<file path="src/design/vic_pkg.sv">
package vic_pkg;

  localparam int NUM_VEC       = 64;
  localparam int NUM_SRC       = 32;
  localparam int VEC_BYTES     = 4;
  localparam int AREA_BYTES    = 256;
  localparam int ADDR_W        = 20;
  localparam int PRIO_W        = 3;
  localparam int NUM_W         = 6;
  localparam int VEC_SHIFT     = 2;
  localparam int SRC_LO        = 4;
  localparam int SRC_HI        = 31;
  localparam int NUM_BREAK     = 0;
  localparam int NUM_SOFT_LO   = 32;
  localparam int NUM_SHARED_A  = 8;
  localparam int NUM_SHARED_B  = 9;
  localparam int NUM_I2C_TX    = 15;
  localparam int NUM_I2C_RX    = 16;
  localparam int NUM_EXT_THREE = 4;
  localparam int CAUSE_BIT_A   = 6;
  localparam int CAUSE_BIT_B   = 7;
  localparam int CAUSE_REG_ADR = 'h35F;

  localparam logic [ADDR_W-1:0] RST_VEC_BASE = 20'h00000;
  localparam logic [PRIO_W-1:0] RST_THRESH   = 3'h0;
  localparam logic              RST_GIE      = 1'b0;
  localparam logic [PRIO_W-1:0] PRIO_OFF     = 3'h0;

  // One per-source control register
  typedef struct packed {
    logic              request;
    logic [PRIO_W-1:0] prio;
  } vic_ctrl_s;

  // Processor flag word fields held here
  typedef struct packed {
    logic              gie;
    logic [PRIO_W-1:0] thresh;
  } vic_flag_s;

  // Accepted request towards the CPU
  typedef struct packed {
    logic              valid;
    logic [NUM_W-1:0]  num;
    logic [PRIO_W-1:0] level;
    logic [ADDR_W-1:0] vecAddr;
  } vic_accept_s;

endpackage

</file>
<file path="src/design/vectored_interrupt_control.sv">
`timescale 1ns/1ps
module vic_vectored_interrupt_control #(
  parameter int NUM_SRC = vic_pkg::NUM_SRC
) (
  input  wire logic                              mclk,
  input  wire logic                              arst_n,
  // Peripheral request pulses, same clock domain
  input  wire logic                              secondGroupTimerFive,
  input  wire logic                              secondGroupTimerFour,
  input  wire logic                              secondGroupTimerThree,
  input  wire logic                              auxSerialCh4,
  input  wire logic                              auxSerialCh3,
  input  wire logic                              busCollision,
  input  wire logic                              transferChannelZero,
  input  wire logic                              transferChannelOne,
  input  wire logic                              keyInput,
  input  wire logic                              converterDone,
  input  wire logic                              asyncSerialThirdTx,
  input  wire logic                              asyncSerialThirdRx,
  input  wire logic                              asyncSerialThirdNack,
  input  wire logic                              asyncSerialThirdAck,
  input  wire logic                              asyncSerialThirdI2c,
  input  wire logic                              asyncSerialFirstTx,
  input  wire logic                              asyncSerialFirstRx,
  input  wire logic                              asyncSerialSecondTx,
  input  wire logic                              asyncSerialSecondRx,
  input  wire logic [4:0]                        firstGroupTimer,
  input  wire logic [2:0]                        secondGroupTimer,
  // External pin requests, asynchronous
  input  wire logic                              extIrqPinZero,
  input  wire logic                              extIrqPinOne,
  input  wire logic                              extIrqPinTwo,
  // Request-cause select bits 6 and 7
  input  wire logic                              causeSelSharedA,
  input  wire logic                              causeSelSharedB,
  // Control register write port
  input  wire logic                              ctrlWrite,
  input  wire logic [vic_pkg::NUM_W-1:0]         ctrlIndex,
  input  wire vic_pkg::vic_ctrl_s                ctrlWdata,
  output      vic_pkg::vic_ctrl_s [NUM_SRC-1:0]  ctrlState,
  // Processor flag word fields
  input  wire logic                              flagWrite,
  input  wire vic_pkg::vic_flag_s                flagWdata,
  output      vic_pkg::vic_flag_s                processorFlagWord,
  // Vector base pointer
  input  wire logic                              baseWrite,
  input  wire logic [vic_pkg::ADDR_W-1:0]        baseWdata,
  output      logic [vic_pkg::ADDR_W-1:0]        vectorBasePointer,
  // Break trap and INT instruction vector lookup
  input  wire logic                              swLookup,
  input  wire logic [vic_pkg::NUM_W-1:0]         swNumber,
  // Acceptance handshake with the CPU
  output      logic                              irqPending,
  output      vic_pkg::vic_accept_s              acceptInfo,
  input  wire logic                              cpuAccept
);

  logic [2:0] extPins;
  logic [2:0] pinEdge;
  logic       swLookupHold;
  logic [NUM_SRC-1:0] rawReq;
  logic [NUM_SRC-1:0] setReq;
  logic [NUM_SRC-1:0] eligible;
  logic [vic_pkg::NUM_W-1:0]  bestNum;
  logic [vic_pkg::PRIO_W-1:0] bestLvl;
  logic                       bestValid;
  vic_pkg::vic_ctrl_s [NUM_SRC-1:0] ctrlReg;
  vic_pkg::vic_flag_s flagReg;
  logic [vic_pkg::ADDR_W-1:0] baseReg;
  vic_pkg::vic_accept_s acceptReg;

  // Fixed slots of the peripheral sources
  localparam int MAP_TMRB_FIVE  = 5;
  localparam int MAP_TMRB_FOUR  = 6;
  localparam int MAP_TMRB_THREE = 7;
  localparam int MAP_COLLISION  = 10;
  localparam int MAP_XFER_ZERO  = 11;
  localparam int MAP_XFER_ONE   = 12;
  localparam int MAP_KEY        = 13;
  localparam int MAP_CONVERTER  = 14;
  localparam int MAP_S1_TX      = 17;
  localparam int MAP_S1_RX      = 18;
  localparam int MAP_S2_TX      = 19;
  localparam int MAP_S2_RX      = 20;
  localparam int MAP_TMRA_LO    = 21;
  localparam int MAP_TMRA_HI    = 25;
  localparam int MAP_TMRB_LO    = 26;
  localparam int MAP_TMRB_HI    = 28;
  localparam int MAP_PIN_LO     = 29;
  localparam int MAP_PIN_HI     = 31;

  assign extPins = {extIrqPinTwo, extIrqPinOne, extIrqPinZero};

  // Two-stage pin synchroniser, edge taken behind the second flop
  genvar gs;
  generate
    for (gs = 0; gs < 3; gs++) begin : gPin
      logic pinMeta;
      logic pinSync;
      logic pinLast;
      always_ff @(posedge mclk or negedge arst_n) begin
        if (!arst_n) begin
          pinMeta <= 1'b0;
          pinSync <= 1'b0;
          pinLast <= 1'b0;
        end else begin
          pinMeta <= extPins[gs];
          pinSync <= pinMeta;
          pinLast <= pinSync;
        end
      end
      // Reset low matches idle pin, no false edge
      assign pinEdge[gs] = pinSync & ~pinLast;
    end
  endgenerate

  // Source to number map
  always_comb begin
    rawReq = '0;
    rawReq[vic_pkg::NUM_EXT_THREE] = 1'b0;
    rawReq[MAP_TMRB_FIVE]  = secondGroupTimerFive;
    rawReq[MAP_TMRB_FOUR]  = secondGroupTimerFour;
    rawReq[MAP_TMRB_THREE] = secondGroupTimerThree;
    rawReq[vic_pkg::NUM_SHARED_A] = causeSelSharedA ? 1'b0 : auxSerialCh4;
    rawReq[vic_pkg::NUM_SHARED_B] = causeSelSharedB ? 1'b0 : auxSerialCh3;
    rawReq[MAP_COLLISION] = busCollision;
    rawReq[MAP_XFER_ZERO] = transferChannelZero;
    rawReq[MAP_XFER_ONE]  = transferChannelOne;
    rawReq[MAP_KEY]       = keyInput;
    rawReq[MAP_CONVERTER] = converterDone;
    rawReq[vic_pkg::NUM_I2C_TX] = asyncSerialThirdI2c ? asyncSerialThirdNack
                                                      : asyncSerialThirdTx;
    rawReq[vic_pkg::NUM_I2C_RX] = asyncSerialThirdI2c ? asyncSerialThirdAck
                                                      : asyncSerialThirdRx;
    rawReq[MAP_S1_TX] = asyncSerialFirstTx;
    rawReq[MAP_S1_RX] = asyncSerialFirstRx;
    rawReq[MAP_S2_TX] = asyncSerialSecondTx;
    rawReq[MAP_S2_RX] = asyncSerialSecondRx;
    rawReq[MAP_TMRA_HI:MAP_TMRA_LO] = firstGroupTimer;
    rawReq[MAP_TMRB_HI:MAP_TMRB_LO] = secondGroupTimer;
    rawReq[MAP_PIN_HI:MAP_PIN_LO] = pinEdge;
  end

  assign setReq = rawReq;

  genvar gi;
  generate
    for (gi = 0; gi < NUM_SRC; gi++) begin : gSrc
      logic accHit;
      logic swWr;
      // Instruction lookups leave pending requests alone
      assign accHit = cpuAccept && acceptReg.valid && !swLookupHold &&
                      (acceptReg.num == vic_pkg::NUM_W'(gi));
      assign swWr   = ctrlWrite && (ctrlIndex == vic_pkg::NUM_W'(gi));

      always_ff @(posedge mclk or negedge arst_n) begin
        if (!arst_n) begin
          ctrlReg[gi] <= '0;
        end else begin
          if (swWr) begin
            ctrlReg[gi].prio <= ctrlWdata.prio;
          end
          if (setReq[gi]) begin
            ctrlReg[gi].request <= 1'b1;
          end else if (accHit) begin
            ctrlReg[gi].request <= 1'b0;
          end else if (swWr && !ctrlWdata.request) begin
            ctrlReg[gi].request <= 1'b0;
          end
        end
      end

      assign eligible[gi] = ctrlReg[gi].request &&
                            (ctrlReg[gi].prio != vic_pkg::PRIO_OFF) &&
                            (ctrlReg[gi].prio > flagReg.thresh);
    end
  endgenerate

  // Highest level wins, lowest number on ties
  logic [NUM_SRC:0]                      chainValid;
  logic [NUM_SRC:0][vic_pkg::NUM_W-1:0]  chainNum;
  logic [NUM_SRC:0][vic_pkg::PRIO_W-1:0] chainLvl;

  assign chainValid[NUM_SRC] = 1'b0;
  assign chainNum[NUM_SRC]   = '0;
  assign chainLvl[NUM_SRC]   = '0;

  genvar gp;
  generate
    for (gp = 0; gp < NUM_SRC; gp++) begin : gPick
      logic takeThis;
      // Stage gp sees higher numbers first, so ties fall low
      assign takeThis = eligible[gp] && (gp >= vic_pkg::SRC_LO) && (gp <= vic_pkg::SRC_HI) &&
                        (!chainValid[gp+1] || ctrlReg[gp].prio >= chainLvl[gp+1]);
      assign chainValid[gp] = chainValid[gp+1] || takeThis;
      assign chainNum[gp]   = takeThis ? vic_pkg::NUM_W'(gp) : chainNum[gp+1];
      assign chainLvl[gp]   = takeThis ? ctrlReg[gp].prio : chainLvl[gp+1];
    end
  endgenerate

  assign bestValid = chainValid[0];
  assign bestNum   = chainNum[0];
  assign bestLvl   = chainLvl[0];

  always_ff @(posedge mclk or negedge arst_n) begin
    if (!arst_n) begin
      flagReg.gie    <= vic_pkg::RST_GIE;
      flagReg.thresh <= vic_pkg::RST_THRESH;
    end else if (flagWrite) begin
      flagReg <= flagWdata;
    end else if (cpuAccept && acceptReg.valid && !swLookupHold) begin
      flagReg.gie    <= 1'b0;
      flagReg.thresh <= acceptReg.level;
    end
  end

  always_ff @(posedge mclk or negedge arst_n) begin
    if (!arst_n) begin
      baseReg <= vic_pkg::RST_VEC_BASE;
    end else if (baseWrite) begin
      baseReg <= baseWdata;
    end
  end

  logic [vic_pkg::NUM_W-1:0] selNum;
  logic [vic_pkg::PRIO_W-1:0] selLvl;
  logic selValid;

  always_comb begin
    selValid = 1'b0;
    selNum   = '0;
    selLvl   = '0;
    if (swLookup) begin
      selValid = 1'b1;
      selNum   = swNumber;
      selLvl   = flagReg.thresh;
    end else if (flagReg.gie && bestValid) begin
      selValid = 1'b1;
      selNum   = bestNum;
      selLvl   = bestLvl;
    end
  end

  always_ff @(posedge mclk or negedge arst_n) begin
    if (!arst_n) begin
      acceptReg <= '0;
    end else if (!acceptReg.valid || cpuAccept) begin
      acceptReg.valid <= selValid && !(cpuAccept && acceptReg.valid);
      acceptReg.num   <= selNum;
      acceptReg.level <= selLvl;
      // entry at base plus 4n, full-width add, carries past the area
      acceptReg.vecAddr <= baseReg +
        vic_pkg::ADDR_W'({selNum, vic_pkg::VEC_SHIFT'(0)});
    end
  end

  // Marks an instruction lookup, loaded with the offer
  always_ff @(posedge mclk or negedge arst_n) begin
    if (!arst_n) begin
      swLookupHold <= 1'b0;
    end else if (!acceptReg.valid || cpuAccept) begin
      swLookupHold <= swLookup;
    end
  end

  assign irqPending        = acceptReg.valid;
  assign acceptInfo        = acceptReg;
  assign ctrlState         = ctrlReg;
  assign processorFlagWord = flagReg;
  assign vectorBasePointer = baseReg;

endmodule

</file>
<file path="config.mk">
export PLATFORM = sky130hd
export DESIGN_NAME = vic_vectored_interrupt_control
export DESIGN_NICKNAME = d
export VERILOG_FILES = /design/src/design/vic_pkg.sv /design/src/design/vectored_interrupt_control.sv
export SDC_FILE = /design/constraint.sdc
export NUM_CORES = 1
export LEC_CHECK = 0
export BUFFER_PORTS_ARGS = -buffer_cell sky130_fd_sc_hd__buf_2
export CORE_ASPECT_RATIO = 0.7
export CORE_UTILIZATION = 45
export DETAILED_ROUTE_END_ITERATION = 10
export MAX_ROUTING_LAYER = met4
export PLACE_DENSITY_LB_ADDON = 0.15
export SYNTH_ARGS = -nofsm -noshare
export SYNTH_HDL_FRONTEND = slang
export SYNTH_SLANG_ARGS = --single-unit
</file>
<file path="constraint.sdc">
create_clock -name mclk -period 64.8 [get_ports mclk]
set_input_delay 3.24 -clock mclk [delete_from_list [all_inputs] [get_ports mclk]]
set_output_delay 3.24 -clock mclk [all_outputs]
set_load 0.05 [all_outputs]
</file>
# After elaboration in Yosys (flattened, before gate mapping)
# Index checks and enable logic that the tools add are counted.
# classes
n_addsub	1
magnitude_cmp	55
n_bitwise	6
muxes	159
eq_ne	62
reduce_logical	332
# ops
cell	n
equality test 6 x 5 -> 1 bit, second input constant	32
logical AND 1 bit	183
two-way mux 6 bit	29
nonzero test 3 bit	55
two-way mux 1 bit	97
equality test 6 x 4 -> 1 bit, second input constant	16
two-way mux 3 bit	30
> comparator 3 bit	28
>= comparator 3 bit	27
logical OR 1 bit	55
equality test 6 x 3 -> 1 bit, second input constant	8
logical NOT 1 bit	31
equality test 6 x 2 -> 1 bit, second input constant	4
adder 20 x 8 -> 20 bit	1
equality test 6 x 1 -> 1 bit, second input constant	2
logical NOT 6 bit	2
nonzero test 2 bit	6
two-way mux 4 bit	2
two-way mux 5 bit	1
AND 1 bit	3
inverter 1 bit	3
# word_totals
register_bits	192
elab_cells	696
inputBits	79

# Logic depth before layout (Yosys ltp)
# logic_depth
depth_word	116
mapped_depth	218
mapped_depth_nobuf	214

# Worst setup path before layout
# No wires, ideal clock.
# synth_timing
path_kind	reg2reg
from	register flagReg, in the netlist processorFlagWord[2]
to	register acceptReg, in the netlist acceptInfo[19]
period_less_slack_ns	38.100
stages_incl_launch_ff	206
slack_ns	26.700
required_ns	64.664
t_arrival_ns	37.964
cell_sequence	dfrtp_1 > inv_1 > ha_1 > o21ai_0 > a21oi_1 > and2_1 > nand2_1 > ha_1 > a21o_1 > a31oi_1 > or3_1 > a32o_1 > ha_1 > nand2b_1 > a21o_1 > a21oi_1 > a21bo_2 > mux2_2 > [170 not listed] > nor2_1 > inv_1 > nand2_1 > nor2_1 > a221o_1 > ha_1 > a21o_1 > a21oi_1 > o21bai_1 > a21oi_1 > nor2b_1 > o21ai_0 > inv_1 > nand2_1 > nor2_1 > nand4_1 > xor2_1 > o21ai_0
# synth_between
elab_chain_len	115
elab_cells_between_ends	250
cone_classes	1 x add/sub; 55 x order compare; 57 x mux; 137 x reduce/logical
# synth_lines
item	line_no	text
start: declaration	vectored_interrupt_control.sv:68	vic_pkg::vic_flag_s flagReg;
start signal: assignment	vectored_interrupt_control.sv:210	flagReg <= flagWdata;
> comparator 3 bit	vectored_interrupt_control.sv:175	(ctrlReg[gi].prio > flagReg.thresh);
logical AND 1 bit	vectored_interrupt_control.sv:174	(ctrlReg[gi].prio != vic_pkg::PRIO_OFF) &&
two-way mux 3 bit	vectored_interrupt_control.sv:197	assign chainLvl[gp] = takeThis ? ctrlReg[gp].prio : chainLvl[gp+1];
>= comparator 3 bit	vectored_interrupt_control.sv:194	(!chainValid[gp+1] || ctrlReg[gp].prio >= chainLvl[gp+1]);
logical OR 1 bit	vectored_interrupt_control.sv:194	
logical AND 1 bit	vectored_interrupt_control.sv:193	assign takeThis = eligible[gp] && (gp >= vic_pkg::SRC_LO) && (gp <= vic_pkg::SRC_HI) &&
two-way mux 3 bit or logical OR 1 bit (tied branches)	vectored_interrupt_control.sv:197, vectored_interrupt_control.sv:195	
>= comparator 3 bit or logical NOT 1 bit (tied branches)	vectored_interrupt_control.sv:194	
[100 not listed]	n/a	
logical OR 1 bit	vectored_interrupt_control.sv:194	
logical AND 1 bit	vectored_interrupt_control.sv:193	
logical OR 1 bit	vectored_interrupt_control.sv:195	assign chainValid[gp] = chainValid[gp+1] || takeThis;
logical AND 1 bit	vectored_interrupt_control.sv:237	end else if (flagReg.gie && bestValid) begin
two-way mux 6 bit *	vectored_interrupt_control.sv:237	
two-way mux 6 bit *	vectored_interrupt_control.sv:233	if (swLookup) begin
net selNum (one bit)	vectored_interrupt_control.sv:225	logic [vic_pkg::NUM_W-1:0] selNum;
adder 20 x 8 -> 20 bit *	vectored_interrupt_control.sv:252	acceptReg.vecAddr <= baseReg +
end: declaration	vectored_interrupt_control.sv:70	vic_pkg::vic_accept_s acceptReg;
# The timed path passes the listed nets; every way through them passes the cells marked *.
# A chain may end at the register's enable or synchronous reset.

# Worst setup path in the final report
# Same ends and word-level chain as after synthesis.

==> flow_summary.ini <==
[finish]
fin_nets = 1994
n_fill_cell = 2880
multi_input_area_sq_mm = 0.00890
seq_area_sq_mm = 0.00468
final_cell_mix = buf_2, dfrtp_1, nand2_1, ha_1, mux2_2
syn_to_final_growth_pct = 16.3
final_common_cell = buf_2
drive_above_1_share_pct = 25.6

[power]
leakage_nw = 7.71
ir_drop_mv = 0.0299
clock_power_share_pct = 12.1
pwr-share-seq_pct = 17.7
p_comb_share_pct = 70.2
power_density_mw_per_mm2 = 55.0
power_uw = 901
p_sw_uw = 470
p_int_uw = 430
p_sw_share_pct = 52.2

[setup_path]
crit_top_cell = ha_1
cp_slowest_stage_delay_ns = 0.69
worstPathArrival_ns = 44.09
cp-end-kind = flop
crit_slowest_cell = o31ai_2
critPathRequiredTime_ns = 65.14
reg2reg_slack_ns = 21.05
worstSetupPathType = flop to flop
start_kind = flop
cp_max_fo = 27

[clock_network]
postCtsSetupRepairBufs = 0
cts-root-buf = clkbuf_16
cts_resized = 0
cts_buffer_depth = 2
ctsHoldBuffers = 0
cts_buffers = 17
clock_sinks = 187
h-tree-depth = 4
clk_latency_ns = 0.46
cts_tree = built
clk_pin_slew_worst_paths_ns = 0.08

[floorplanning]
start_util_pct = 46.4
dieHeight_microns = 150
io_pins = 262
placementRows = 53
dieArea_sq_mm = 0.0320
core_sq_mm = 0.0304
fp.dieW_microns = 213

[placement]
place_hpwl_microns = 36900
port_buffers = 256
gp_congestion = 0.956

[sta]
fin_worst_skew_ns = 0.0142
finalCritPeriodShare_pct = 67.5
post-route-min-period_ns = 43.75
finalHoldViolCount = 0
max-slew-margin-rel_pct = 22.9
final_max_slew_viol_count = 0
setup_viol = 0
max_freq_mhz = 22.9
tightest_slew_ns = 1.15
tns_ns = 0
rsz0062_at_grt = no

[route]
drtIter0Drc = 1146
drt_drc_violations_left = 0
drtPass1Iterations = 7
ant_nets = 0
wl_per_cell_microns = 22.1
finalWirelength_microns = 48300
vias_per_cell = 5.95
vias = 13000

[synth]
synth_top_area_share_pct = 33.2
synth_seq_area_share_pct = 33.2
synth_area_sq_mm = 0.0141
synth_cell_types = 95
synthFlopType = dfrtp_1
syn_inst = 1518
synth_edf_count = 0
yosysTopAreaCell = dfrtp_1
synth.area.top_cells = dfrtp_1, ha_1, mux2_2
synth.avg_cell_area_sq_um = 9.28
async_flop_share_pct = 100
ys_warn_count = 0
ys_seq_elements = 187

[flow_run]
max_cap_viol_count = 0

[worst_hold_path]
hp-class = flop to flop

[outcome]
status = finished clean

[global_routing]
grt_overflow = 0
antenna_found_initial = 2
grt_max_degree = 70
grt_pass1_wl_microns = 73400
track_usage_pct = 31.5
grt_pass1_vias = 12100
-- per-layer routing --
| layer | GRT usage (%) | part of all wire, % | routed length [microns] |
|---|---|---|---|
| met5 | - | 0 | 0 |
| met4 | 6.82 | 1.4 | 653 |
| met3 | 5.60 | 7.2 | 3470 |
| met2 | 44.0 | 42 | 20200 |
| met1 | 46.8 | 50 | 24000 |
-- critical path, delay by kind of cell (launching register included) --
family,cells,cell delay [ns]
flip-flops,1,0.44
adder cells (fa/ha/maj),30,8.34
multiplexers,4,1.57
XOR/XNOR,1,0.14
buffers and inverters,8,1.09
AO/OA/AOI/OAI,94,21.77
AND/OR/NAND/NOR,63,10.19
-- registers in the layout (all words and copies together), names as in the netlist --
signal,cells
gPin.pinSync,3
vectorBasePointer,20
ctrlState,123
gPin.pinMeta,3
processorFlagWord,4
gPin.pinLast,3
acceptInfo,29
irqPending,1
swLookupHold,1
-- cells in the mapped netlist (8+ instances only) --
master / instances
nor2b_1: 29
a21o_1: 28
a311oi_1: 14
a31o_2: 12
nor3_1: 23
o221ai_1: 12
dfrtp_1: 187
o311ai_0: 14
o211ai_1: 11
o21ai_0: 102
and2_1: 15
mux2i_1: 10
inv_1: 92
nand2_1: 148
or3_1: 15
nand2b_1: 48
ha_1: 148
xor2_1: 9
o21a_1: 23
and3_1: 14
a31oi_1: 17
nor2_1: 92
nand3_1: 35
a21boi_0: 8
o31ai_1: 29
mux2_2: 103
clkbuf_1: 31
a21oi_1: 77
-- metrics by stage --
step                cells  setup slack (ns)  hold WS (ns)  utilization (%)  area [sq um]
floorplan            1522             26.70         0.331                -         14100
global placement     2159             22.74         0.340             52.0         15800
detailed placement   2159             21.96         0.342             52.0         15800
CTS                  2190             21.81         0.367             53.9         16400
global route         2191             17.92         0.372             53.9         16400
finish               2191             21.05         0.364             53.9         16400
-- power by group through the flow --
stage	sequential, mW	clock (mW)	combinational, mW
3_3_place_gp	0.161	0	0.609
2_1_floorplan	0.212	0	0.416
4_1_cts	0.159	0.111	0.623
6_report	0.159	0.109	0.632
3_5_place_dp	0.161	0	0.619
5_1_grt	0.162	0.116	0.696
-- final timing paths --
kind,cells past startpoint,to,start
setup / recovery,200,acceptInfo[19],processorFlagWord[2]
min in group asynchronous,1,ctrlState[39],arst_n
hold / removal,0,gPin[2].pinSync,gPin[2].pinMeta
hold reg to reg,0,gPin[2].pinSync,gPin[2].pinMeta
setup reg to reg,200,acceptInfo[19],processorFlagWord[2]
max in group asynchronous,2,ctrlState[16],arst_n
-- cell type report --
cell class                      instances  area share (%)
Sequential cell                       187            28.6
Tap cell                              412            3.15
Clock buffer                           18            2.62
Timing Repair Buffer                  264            8.24
Antenna cell                            1          0.0153
Inverter                               92            2.11
Clock inverter                         13           0.970
Multi-Input combinational cell       1204            54.3
-- kinds of logic after synthesis --
family | Yosys count | share of synthesized area, %
AO/OA/AOI/OAI | 447 | 22.6
XOR/XNOR | 16 | 0.995
adder cells (fa/ha/maj) | 151 | 13.4
buffers and inverters | 131 | 3.71
flip-flops | 187 | 33.2
multiplexers | 116 | 9.27
other | 1 | 0.0266
AND/OR/NAND/NOR | 469 | 16.8
(Power assumes the default switching activity.)
